File: config.mk
export PLATFORM = sky130hd
export DESIGN_NAME = brt_seq
export DESIGN_NICKNAME = d
export VERILOG_FILES = /design/src/pkg/brt_pkg.sv /design/src/core/brt_decode.sv /design/src/core/brt_seq.sv
export VERILOG_INCLUDE_DIRS = /design/src /design/src/pkg
export SDC_FILE = /design/constraint.sdc
export NUM_CORES = 1
export LEC_CHECK = 0
export BUFFER_PORTS_ARGS = -buffer_cell sky130_fd_sc_hd__buf_2
export CORE_UTILIZATION = 35
export CTS_CLUSTER_SIZE = 8
export DETAILED_ROUTE_END_ITERATION = 6
export GPL_TIMING_DRIVEN = 0
export RECOVER_POWER = 25
export REMOVE_ABC_BUFFERS = 1
export SYNTH_ARGS = -nofsm -noshare
export SYNTH_HDL_FRONTEND = slang
export SYNTH_SLANG_ARGS = --single-unit
File: constraint.sdc
create_clock -name clk_in -period 5.8 [get_ports clk_in]
set_input_delay 0.29 -clock clk_in [delete_from_list [all_inputs] [get_ports clk_in]]
set_output_delay 0.29 -clock clk_in [all_outputs]
set_load 0.02 [all_outputs]
File: src/pkg/brt_regs.svh
// Purpose: Constants for the block register move sequencer
// Assumes: 16-bit words, byte addresses, 16 general registers
// Notes: Cycle budgets are in processor cycles
`ifndef BRT_REGS_SVH
`define BRT_REGS_SVH
`define BRT_OPC_HI 6'h1C
`define BRT_DIR_LOAD 4'h1
`define BRT_DIR_STORE 4'h9
`define BRT_MODE_IR 2'h0
`define BRT_MODE_DX 2'h1
`define BRT_FORM_IR 2'h0
`define BRT_FORM_DA 2'h1
`define BRT_FORM_X 2'h2
`define BRT_ADDR_STEP 24'h00_0002
`define BRT_CYC_PER_REG 7'h03
`define BRT_CYC_IR 7'h0B
`define BRT_CYC_DA_NS 7'h0E
`define BRT_CYC_DA_SS 7'h0F
`define BRT_CYC_DA_SL 7'h11
`define BRT_CYC_X 7'h0F
`define BRT_CYC_X_SL 7'h12
`endif

File: src/pkg/brt_pkg.sv
// Purpose: Types for the block register move sequencer
// Assumes: Used with brt_regs.svh
// Notes: Nothing is imported; use brt_pkg::name
package brt_pkg;
  // Decoded instruction
  typedef struct packed {
    logic valid;
    logic store;
    logic [1:0] mode;
    logic [3:0] ptr;
    logic [3:0] reg0;
    logic [4:0] count;
  } brt_dec_t;
  // Memory request
  typedef struct packed {
    logic req;
    logic write;
    logic [23:0] addr;
    logic [15:0] wdata;
  } brt_mreq_t;
  // Register file write
  typedef struct packed {
    logic we;
    logic [3:0] idx;
    logic [15:0] data;
  } brt_rwr_t;
  typedef enum logic [1:0] {
    BRT_IDLE = 2'b00,
    BRT_XFER = 2'b01,
    BRT_WAIT = 2'b10,
    BRT_PAD = 2'b11
  } brt_state_t;
endpackage

File: src/core/brt_decode.sv
// Purpose: Decodes the two instruction words of a block register move
// Assumes: Words presented together; combinational
// Notes: Rejects opcodes and pointer fields that are not legal
`timescale 1ns/1ps
`default_nettype none
`include "brt_regs.svh"
module brt_decode (
  input wire logic [15:0] word0_in, // First instruction word
  input wire logic [15:0] word1_in, // Second instruction word
  output var brt_pkg::brt_dec_t dec_out // Decoded fields
);
  // Field extraction and legality
  always_comb begin
    dec_out.mode = word0_in[15:14];
    dec_out.ptr = word0_in[7:4];
    dec_out.store = (word0_in[3:0] == `BRT_DIR_STORE);
    dec_out.reg0 = word1_in[11:8];
    dec_out.count = {1'b0, word1_in[3:0]} + 5'h01;
    dec_out.valid = (word0_in[13:8] == `BRT_OPC_HI) && (word0_in[15] == 1'b0)
      && ((word0_in[3:0] == `BRT_DIR_LOAD) || (word0_in[3:0] == `BRT_DIR_STORE))
      && !((word0_in[15:14] == `BRT_MODE_IR) && (word0_in[7:4] == 4'h0));
  end
endmodule
`default_nettype wire

File: src/core/brt_seq.sv
// Purpose: Sequences a block register move between registers and memory
// Assumes: Core supplies register values and the pointer/index contents
// Notes: Flags are never touched; no register other than targets written
`timescale 1ns/1ps
`default_nettype none
`include "brt_regs.svh"
module brt_seq (
  input wire logic clk_in, // 200 MHz clock
  input wire logic reset_in, // Async reset, active high
  input wire logic start_in, // Pulse: begin instruction
  input wire logic [15:0] word0_in, // First instruction word
  input wire logic [15:0] word1_in, // Second instruction word
  input wire logic [23:0] ext_in, // Address extension word(s)
  input wire logic seg_in, // Segmented mode
  input wire logic long_seg_in, // Long segment address form
  input wire logic [15:0] ptr_lo_in, // Pointer/index register
  input wire logic [15:0] ptr_hi_in, // Pair high word (segment)
  input wire logic [15:0] rdata_reg_in, // Value of register rd_idx_out
  input wire logic mem_done_in, // Memory transaction complete
  input wire logic [15:0] mem_rdata_in, // Memory read data
  output logic [3:0] rd_idx_out, // Register being read
  output var brt_pkg::brt_mreq_t mreq_out, // Memory request
  output var brt_pkg::brt_rwr_t rwr_out, // Register write
  output logic busy_out, // Instruction running
  output logic done_out, // Pulse: instruction complete
  output logic illegal_out // Pulse: undecodable instruction
);
  brt_pkg::brt_dec_t dec;
  brt_pkg::brt_state_t state_q, state_d;
  logic [23:0] addr_q, addr_d;
  logic [3:0] idx_q, idx_d;
  logic [4:0] left_q, left_d;
  logic store_q, store_d;
  logic [6:0] cyc_q, cyc_d;
  logic [6:0] budget_q, budget_d;
  brt_pkg::brt_mreq_t mreq_q, mreq_d;
  brt_pkg::brt_rwr_t rwr_q, rwr_d;
  logic done_q, done_d, ill_q, ill_d;
  logic busy_q, busy_d;

  // ----------------------------------------
  // Instruction field decode
  // ----------------------------------------
  brt_decode u_dec (
    .word0_in(word0_in),
    .word1_in(word1_in),
    .dec_out(dec)
  );

  // ----------------------------------------
  // Operand address forms
  // ----------------------------------------
  // Indirect, direct or indexed, shared by budget and address
  function automatic logic [1:0] addr_form(input logic [1:0] mode, input logic [3:0] ptr);
    if (mode == `BRT_MODE_IR) begin
      addr_form = `BRT_FORM_IR;
    end else if (ptr == 4'h0) begin
      addr_form = `BRT_FORM_DA;
    end else begin
      addr_form = `BRT_FORM_X;
    end
  endfunction

  // Fixed overhead by addressing form
  function automatic logic [6:0] base_cycles(input logic [1:0] mode, input logic [3:0] ptr,
                                             input logic seg, input logic lng);
    if (addr_form(mode, ptr) == `BRT_FORM_IR) begin
      base_cycles = `BRT_CYC_IR;
    end else if (addr_form(mode, ptr) == `BRT_FORM_DA) begin
      base_cycles = !seg ? `BRT_CYC_DA_NS : (lng ? `BRT_CYC_DA_SL : `BRT_CYC_DA_SS);
    end else begin
      base_cycles = (seg && lng) ? `BRT_CYC_X_SL : `BRT_CYC_X;
    end
  endfunction

  // Effective address, formed once from a copy of the operand
  function automatic logic [23:0] eff_addr(input logic [1:0] mode, input logic [3:0] ptr,
                                          input logic seg, input logic [15:0] lo,
                                          input logic [15:0] hi, input logic [23:0] ext);
    if (addr_form(mode, ptr) == `BRT_FORM_IR) begin
      eff_addr = seg ? {hi[14:8], 1'b0, lo} : {8'h00, lo};
    end else if (addr_form(mode, ptr) == `BRT_FORM_DA) begin
      eff_addr = ext;
    end else begin
      eff_addr = {ext[23:16], ext[15:0] + lo};
    end
  endfunction

  // ----------------------------------------
  // Next-state logic
  // ----------------------------------------
  always_comb begin
    state_d = state_q;
    addr_d = addr_q;
    idx_d = idx_q;
    left_d = left_q;
    store_d = store_q;
    cyc_d = cyc_q;
    budget_d = budget_q;
    mreq_d = mreq_q;
    rwr_d = '0;
    done_d = 1'b0;
    ill_d = 1'b0;
    if (state_q != brt_pkg::BRT_IDLE) begin
      cyc_d = cyc_q + 7'h01;
    end
    case (state_q)
      // Take a start and latch a private copy of the operands
      brt_pkg::BRT_IDLE: begin
        if (start_in) begin
          if (dec.valid) begin
            addr_d = eff_addr(dec.mode, dec.ptr, seg_in, ptr_lo_in, ptr_hi_in, ext_in);
            idx_d = dec.reg0;
            left_d = dec.count;
            store_d = dec.store;
            cyc_d = 7'h01;
            budget_d = base_cycles(dec.mode, dec.ptr, seg_in, long_seg_in);
            state_d = brt_pkg::BRT_XFER;
          end else begin
            ill_d = 1'b1;
          end
        end
      end
      // Issue one word; store data is taken the cycle before req rises
      brt_pkg::BRT_XFER: begin
        mreq_d.req = 1'b1;
        mreq_d.write = store_q;
        mreq_d.addr = addr_q;
        mreq_d.wdata = rdata_reg_in;
        state_d = brt_pkg::BRT_WAIT;
      end
      // Hold the request until the memory finishes the word
      brt_pkg::BRT_WAIT: begin
        if (mem_done_in) begin
          mreq_d.req = 1'b0;
          if (!store_q) begin
            rwr_d.we = 1'b1;
            rwr_d.idx = idx_q;
            rwr_d.data = mem_rdata_in;
          end
          idx_d = idx_q + 4'h1;
          addr_d = addr_q + `BRT_ADDR_STEP;
          left_d = left_q - 5'h01;
          budget_d = budget_q + `BRT_CYC_PER_REG;
          state_d = (left_q == 5'h01) ? brt_pkg::BRT_PAD : brt_pkg::BRT_XFER;
        end
      end
      // Spend the rest of the cycle budget
      // Slow memory can overrun it: the budget is a minimum, not a limit
      brt_pkg::BRT_PAD: begin
        if (cyc_q >= budget_q - 7'h01) begin
          done_d = 1'b1;
          state_d = brt_pkg::BRT_IDLE;
        end
      end
      default: state_d = brt_pkg::BRT_IDLE;
    endcase
    // Busy follows the next state so the output is a flop, not a decode
    busy_d = (state_d != brt_pkg::BRT_IDLE);
  end

  // ----------------------------------------
  // State registers
  // ----------------------------------------
  always_ff @(posedge clk_in or posedge reset_in) begin
    if (reset_in) begin
      state_q <= brt_pkg::BRT_IDLE;
      addr_q <= 24'h00_0000;
      idx_q <= 4'h0;
      left_q <= 5'h00;
      store_q <= 1'b0;
      cyc_q <= 7'h00;
      budget_q <= 7'h00;
      mreq_q <= '0;
      rwr_q <= '0;
      done_q <= 1'b0;
      ill_q <= 1'b0;
      busy_q <= 1'b0;
    end else begin
      state_q <= state_d;
      addr_q <= addr_d;
      idx_q <= idx_d;
      left_q <= left_d;
      store_q <= store_d;
      cyc_q <= cyc_d;
      budget_q <= budget_d;
      mreq_q <= mreq_d;
      rwr_q <= rwr_d;
      done_q <= done_d;
      ill_q <= ill_d;
      busy_q <= busy_d;
    end
  end

  // ----------------------------------------
  // Outputs straight from flops
  // ----------------------------------------
  assign rd_idx_out = idx_q;
  assign mreq_out = mreq_q;
  assign rwr_out = rwr_q;
  assign busy_out = busy_q;
  assign done_out = done_q;
  assign illegal_out = ill_q;
endmodule
`default_nettype wire

==> Word level (Yosys, flattened, before mapping) <==
Cells that the tools add are included.
{ "op_classes": {"addsub": 8, "order_cmp": 1, "eq_ne": 11, "n_mux": 53, "bitwise_logic": 1, "n_reduce_logical": 18} }
{ "op_table": {"columns": ["cell", "count"], "rows": [
  ["$mux W24", 5],
  ["$mux W21", 3],
  ["$mux W7", 7],
  ["$pmux W24 S2", 1],
  ["$mux W5", 8],
  ["$mux W2", 14],
  ["$add A24 B2 Y24 const B", 1],
  ["$add A16 B16 Y16", 1],
  ["$mux W16", 1],
  ["$pmux W7 S2", 1],
  ["$mux W4", 3],
  ["$pmux W5 S2", 1],
  ["$pmux W2 S4", 1],
  ["$pmux W4 S2", 1],
  ["$reduce_bool A2 Y1", 4],
  ["$add A7 B1 Y7 const B", 1],
  ["$add A7 B2 Y7 const B", 1],
  ["$ge A7 B7 Y1", 1],
  ["$sub A7 B1 Y7 const B", 1],
  ["$eq A6 B5 Y1 const B", 1],
  ["$logic_not A2 Y1", 3],
  ["$mux W1", 6],
  ["$ne A2 B2 Y1 const B", 3],
  ["$add A4 B1 Y5 const B", 1],
  ["other kinds (16)", 22]
]} }
{ "word_totals": {"regBits": 116, "inputBits": 126, "out_inout_bits": 70, "word_cells": 109} }

==> Logic depth before layout (Yosys ltp) <==
Gate-level depths: netlist of the first run.
{ "depth": {"word_depth": 18, "ltp_mapped": 10, "ltp_nobuf": 10} }

==> Hierarchy <==
From an unflattened synthesis of the first run, not the netlist that was laid out.
{ "hier_totals": {"hier_cells": 719, "area_unflattened_um2": 6675.2} }
{ "by_module_without_submodules": {"columns": ["module", "instances", "cells_each", "area_each_um2"], "rows": [
  ["brt_seq", 1, 695, 6503.7],
  ["brt_decode", 1, 24, 171.4]
]} }

==> Least setup slack after synthesis of the first run <==
OpenSTA, ideal clock, no wires.
{ "synth_path": {"path_type": "input port to flip-flop", "from": "in ext_in[0]", "to": "reg addr_q[8]", "arrival_time_ps": 2030, "required_time_ps": 5718, "slack_ps": 3688, "cell_stages": 9, "path_buffers": 0, "cell_sequence": "ha_1 > inv_1 > fa_1 > nand2b_1 > a21oi_1 > o31a_1 > nor2_1 > or4bb_1 > a31oi_1"} }
{ "synth_via": {"elab_chain_cells": 6} }
{ "synth_rtl": {"columns": ["item", "line_no", "source"], "rows": [
  ["from (decl)", "brt_seq.sv:13", "input wire logic [23:0] ext_in,"],
  ["$add A16 B16 Y16", "brt_seq.sv:85", "eff_addr = {ext[23:16], ext[15:0] + lo};"],
  ["$mux W16", "brt_seq.sv:82", "end else if (addr_form(mode, ptr) == `BRT_FORM_DA) begin"],
  ["$mux W24", "brt_seq.sv:80", "if (addr_form(mode, ptr) == `BRT_FORM_IR) begin"],
  ["$mux W24", "brt_seq.sv:111", "if (dec.valid) begin"],
  ["$mux W24", "brt_seq.sv:110", "if (start_in) begin"],
  ["$pmux W24 S2", "brt_seq.sv:107", "case (state_q)"],
  ["to (signal assigned)", "brt_seq.sv:181", "addr_q <= addr_d;"],
  ["to (decl)", "brt_seq.sv:30", "logic [23:0] addr_q, addr_d;"]
]} }
No other way between the ends. The select of a mux whose other input is x is not followed.
A chain may end at the register's enable or synchronous reset.

==> Worst setup path after layout of the first run <==
{ "layout_path": {"from": "reg state_q[1]", "to": "reg addr_q[3]"} }
{ "layout_via": {"elab_chain_cells": 3, "word_cells_on_any_way": 8} }
{ "layout_rtl": {"columns": ["item", "line_no", "source"], "rows": [
  ["from (decl)", "brt_seq.sv:29", "brt_pkg::brt_state_t state_q, state_d;"],
  ["from (signal assigned)", "brt_seq.sv:167", "state_q <= brt_pkg::BRT_IDLE;"],
  ["from (signal assigned)", "brt_seq.sv:180", "state_q <= state_d;"],
  ["$eq A2 B2 Y1 or $logic_not A2 Y1 (tied branches)", "brt_seq.sv:107", null],
  ["$ne A2 B2 Y1 (no line) or $reduce_bool A2 Y1 (tied branches)", null, null],
  ["$reduce_and A4 Y1 (no line)", null, null]
]} }
Several ways; a longest one is shown, not always the timed one.

==> results.toml, run 1 <==
[floorplanning]
die-area_um2 = 19700
die_y_um = 140
die_w_um = 140
initial_core_util_pct = 35.7
rows = 50
coreArea_um2 = 18800
ios = 196

[clock_network]
clkTransAtPathRegs_ps = 50
cts_root_buffer = "clkbuf_16"
cts.path.max_buffers = 2
clk_latency_ps = 410
cts_tree = "yes"
h-tree-depth = 4
numCtsBuffers = 17
cts_resized = 0
cts.sinks = 116

[placement]
dp_hpwl_um = 12700
place_ws_ps = 2690
place_congestion = 0.827
io_buffers = 178

[synth]
async_flop_share_pct = 100
ys_top_cells_by_area = "dfrtp_1, mux2_2, a21oi_1"
yosys_warnings = 0
syn_area_per_cell_um2 = 9.34
synth_top_area_share_pct = 43.3
synth_area_um2 = 6710
ys_seq_elements = 116
synthFlopType = "dfrtp_1"
synth_edf_count = 0
ys_types = 64
synth_cells = 718
yosysTopAreaCell = "dfrtp_1"
seq_area_frac_synth_pct = 43.3

[finish]
n_antenna_cell = 0
syn_to_final_growth_pct = 25.8
postLayoutCoreUtil_pct = 45.0
drive_gt1_share_pct = 27.0
fin_nets = 1034
fillers = 1889

[global_routing]
grt_pass1_vias = 5636
grt.overflow.total = 0
groute.usage.overall_pct = 18.4
antenna_found_initial = 0
grt_pass1_wl_um = 28600
grt_start_max_net_pins = 74

[routing]
wl_per_cell_um = 15.7
via_per_inst = 5.27
dr.first_iter.drc_count = 355
ant_nets = 0
vias = 5920
drc_errors = 0
dr.pass1.iters = 5
finalWirelength_um = 17700

[sta]
worst_slew_pin_slew_ps = 2110
fin_skew_ps = 7.80
finalHoldViolCount = 0
relSlewSlack_pct = -41.2
finalCritPeriodShare_pct = 53.1
whs_ps = 87.4
max_freq_mhz = 325
fin_crit_ps = 3080
rsz0062_at_grt = "false"
setup_viol = 0
setup_ws_ps = 2720
slew_violations = 44

[setup_path]
crit_type = "flop to flop"
worstSetupStartpointType = "flop"
worstSetupEndpointType = "flop"
cp.arrival_ps = 3370
critPathRequiredTime_ps = 6100
cp_max_fo = 36

[pwr]
seq_power_share_pct = 34.0
pwr-share-comb_pct = 40.2
p_clk_share_pct = 25.8
ir_drop_uv = 179
switching_share_pct = 38.9
p_switching_uw = 1590
power_uw = 4080
p_leak_uw = 0.00377
powerDensity_nw_per_um2 = 484
p_int_uw = 2490

[run_status]
violations = "capacitance limit, slew limit"
status = "complete, but fails checks"

[hold_path]
hold_path.class = "input port to flop"

[job]
cap_violations = 1
-- worst paths after layout --
path / to / from / depth (start not counted) / slack [ps]
worst max-delay path: addr_q[3] / state_q[1] / 6 / 2720
worst max register to register: addr_q[3] / state_q[1] / 6 / 2720
worst min-delay path: rwr_out[2] / mem_rdata_in[2] / 2 / 90
min in group asynchronous: mreq_out[2] / reset_in / 3 / 980
max in group asynchronous: rwr_out[11] / reset_in / 4 / 3750
worst min register to register: addr_q[0] / addr_q[0] / 2 / 470
-- critical path, cell delays in order, from the launching register on --
cell,delay [ps]
dfrtp_1,460
nor2b_4,570
buf_12,270
and2_0,480
a31o_2,710
o21ai_0,200
a32o_1,240
-- cell usage after synthesis (8+ instances only) --
cell        n
nand2_1    64
nor3_1     11
ha_1       29
inv_1      20
clkbuf_1   35
a21oi_1    76
mux2_2     40
o211ai_1   10
nand4_1    13
xor2_1     11
o21ai_0    43
nand3_1    28
a31oi_1    13
nor2_1     50
nand2b_1    8
and2_1     20
and3_1      9
dfrtp_1   116
xnor2_1     8
-- cell type report --
class / instances / area [µm²] / area share [%]
multi-input cells: 537 / 3570 / 42.3
flip-flops and latches: 116 / 2900 / 34.4
repair buffers: 186 / 998 / 11.8
clock buffers: 20 / 467 / 5.53
well taps: 234 / 293 / 3.47
clock inverters: 10 / 131 / 1.56
inverters: 20 / 76.3 / 0.904
-- routing by layer --
layer / GRT usage [%] / wire, µm / vias to the layer above
li1: - / - / 2948
met1: 24.3 / 8570 / 2759
met2: 30.0 / 7980 / 189
met3: 3.42 / 834 / 24
met4: 7.27 / 282 / 0
met5: 0 / 0 / -
-- timing repair --
action	in CTS	in global routing
setup buffers	0	0
endpoints found under the hold margin	43	0
hold buffers	1	0
-- placed cells by master (no fill, tap or decap), types with 9 or more instances in the layout --
cell type  instances
a21oi_1           76
a31oi_1           12
and2_1            20
and3_1             9
buf_2            146
clkbuf_1          32
clkbuf_16         17
dfrtp_1          116
ha_1              29
inv_1             19
mux2_2            40
nand2_1           64
nand3_1           28
nand4_1           13
nor2_1            49
nor3_1            11
o211ai_1          10
o21ai_0           43
xor2_1            11
-- cell families (layout without fill, tap and decap cells) --
group,count (synthesis),count (layout),synth area share [%]
compound gates,208,208,19.6
xor+xnor,19,19,2.48
fa+ha+maj,30,30,5.71
buf+inv,65,236,4.14
flops,116,116,43.3
mux,43,43,7.16
simple gates,237,237,17.7
-- power groups by stage --
stage | Combinational, µW | Sequential [µW] | Clock, µW
finish | 1640 | 1390 | 1050
global route | 1830 | 1440 | 1120
CTS | 1670 | 1390 | 1080
detailed placement | 1660 | 1400 | 0
global placement | 1620 | 1380 | 0
floorplan | 924 | 1570 | 0
-- state kept, by name (all words and copies together), names as in the netlist --
name	cells
busy_out	1
illegal_out	1
budget_q	7
mreq_out	42
done_out	1
rd_idx_out	4
state_q	2
store_q	1
rwr_out	21
addr_q	24
left_q	5
cyc_q	7
-- per-stage QoR --
step / instance area [µm²] / instances / setup TNS [ps]
floorplan: 6510 / 673 / 0
finish: 8440 / 1123 / 0
global route: 8440 / 1123 / 0
global placement: 7690 / 1085 / -23440
detailed placement: 7880 / 1092 / 0
CTS: 8480 / 1123 / 0
No activity file was read; power rests on OpenSTA's default activity.
==> run 2: changes to the inputs <==
==> constraint.sdc (replaced) <==
create_clock -name clk_in -period 2.74 [get_ports clk_in]
set_input_delay 0.137 -clock clk_in [delete_from_list [all_inputs] [get_ports clk_in]]
set_output_delay 0.137 -clock clk_in [all_outputs]
set_load 0.02 [all_outputs]
==> results.toml, run 2 (synthesis results as in run 1) <==
[setup_path]
r2r-end = "addr_q[14]"
critPathRequiredTime_ps = 3030
crit_type = "flop to flop"
ff2ff_path_depth = 8
worstSetupStartpointType = "flop"
r2r_slack_ps = 270
r2r_start = "state_q[1]"
cp_max_fo = 33
cp.arrival_ps = 2770
startpoint = "state_q[1]"
worstSetupEndpointType = "flop"

[finish]
fillers = 1831
layout_commonest_cell = "buf_2"
n_antenna_cell = 0
drive_gt1_share_pct = 26.0
fin_nets = 1072
largest_register_ffs = 42
layout_common_cells = "buf_2, dfrtp_1, a21oi_1"
syn_to_final_growth_pct = 31.6

[routing]
dr.pass1.iters = 5
dr.first_iter.drc_count = 365
via_per_inst = 5.28
finalWirelength_um = 18600
wl_per_cell_um = 16.0
ant_nets = 0
vias = 6131
drc_errors = 0

[clock_network]
clk_latency_ps = 410
cts_tree = "yes"
cts_root_buffer = "clkbuf_16"
clkTransAtPathRegs_ps = 50
h-tree-depth = 4
numCtsBuffers = 17
cts.path.max_buffers = 2
cts.sinks = 116

[floorplanning]
die_y_um = 140
die_w_um = 140
ios = 196
coreArea_um2 = 18800
initial_core_util_pct = 35.7
rows = 50
die-area_um2 = 19700

[job]
cap_violations = 1

[global_routing]
antenna_found_initial = 0
grt_pass1_vias = 5930
grt_pass1_wl_um = 30200
grt.overflow.total = 0
groute.usage.overall_pct = 19.4
grt_start_max_net_pins = 74

[hold_path]
whs_endpoint = "addr_q[13]"
hold_path.class = "input port to flop"
worstHoldStart = "ptr_lo_in[13]"
hold_path_depth = 3

[sta]
worst_slew_pin_slew_ps = 1810
totalNegativeSetupSlack_ps = 0
slew_violations = 44
setup_viol = 0
fin_crit_ps = 2470
whs_ps = 20.3
relSlewSlack_pct = -20.9
finalHoldViolCount = 0
finalCritPeriodShare_pct = 90.3
rsz0062_at_grt = "false"
fin_skew_ps = 5.90
max_freq_mhz = 404

[pwr]
switching_share_pct = 39.1
p_clk_share_pct = 25.5
p_int_uw = 5330
seq_power_share_pct = 33.8
powerDensity_nw_per_um2 = 990
p_leak_uw = 0.00395
pwr-share-comb_pct = 40.7
p_switching_uw = 3420
ir_drop_uv = 382

[placement]
io_buffers = 178
place_congestion = 0.827
dp_hpwl_um = 12700

[run_status]
violations = "capacitance limit, slew limit"
status = "complete, but fails checks"
-- run 2: cell count changes in the layout (fill, tap and decap cells not counted), sizes merged --
cell	before	now
buf	153	154
clkinvlp	2	1
dlygate4sd3	1	37
inv	19	20
nor2b	4	5
-- run 2: timing repair --
action                                 in CTS  in global routing
setup endpoints to repair                  24                 24
cloned                                      1                  0
hold buffers                               37                  0
endpoints found under the hold margin      79                  0
pin swaps                                   0                  0
buffers inserted                            0                  1
gates resized for setup                     2                  1
-- run 2: worst max-delay path, stage by stage (launching register included) --
cell      delay [ps]
dfrtp_1          490
nor2b_4          200
buf_12           180
and2_1           300
a31oi_4          490
buf_16           240
a21oi_1           50
o2bb2a_1         290
o31a_1           100
-- run 2: area by class of cell --
class / count / area (µm²) / share of cell area [%]
inverters: 20 / 75.1 / 0.850
multi-input cells: 538 / 3600 / 40.7
well taps: 234 / 293 / 3.31
repair buffers: 223 / 1370 / 15.5
clock inverters: 10 / 131 / 1.49
flip-flops and latches: 116 / 2900 / 32.9
clock buffers: 20 / 467 / 5.28
-- run 2: metrics by stage --
stage | area, µm² | setup WS [ps] | total power [µW] | std cells | util [%]
floorplan | 6510 | -1560 | 5270 | 673 | -
global placement | 7690 | -4080 | 6350 | 1085 | 41.0
detailed placement | 7880 | -366 | 6480 | 1092 | 42.0
CTS | 8860 | 53.0 | 8830 | 1160 | 47.2
global route | 8830 | 97.5 | 9380 | 1161 | 47.1
finish | 8830 | 266 | 8750 | 1161 | 47.1
-- run 2: metal layers --
layer	GRT usage [%]	vias to the layer above	part of all wire (%)	routed length [µm]
li1	-	3022	-	-
met1	24.8	2890	47	8780
met2	32.8	192	46	8570
met3	3.52	27	5.0	935
met4	6.92	0	1.6	293
met5	0	-	0	0
-- run 2: worst max-delay path by stage --
stage / endpoint / slack (ps) / depth (start not counted)
finish: addr_q[14] / 270 / 8
global route: addr_q[5] / 100 / 8
CTS: addr_q[5] / 50 / 8
detailed placement: addr_q[3] / -370 / 6
global placement: addr_q[13] / -4080 / 6
floorplan: addr_q[14] / -1560 / 6
-- run 2: power by group through the flow --
stage	sequential (µW)	clock [µW]	combinational, µW
2_1_floorplan	3310	0	1960
3_3_place_gp	2930	0	3420
3_5_place_dp	2960	0	3520
4_1_cts	2950	2290	3590
5_1_grt	3060	2360	3960
6_report	2950	2230	3560
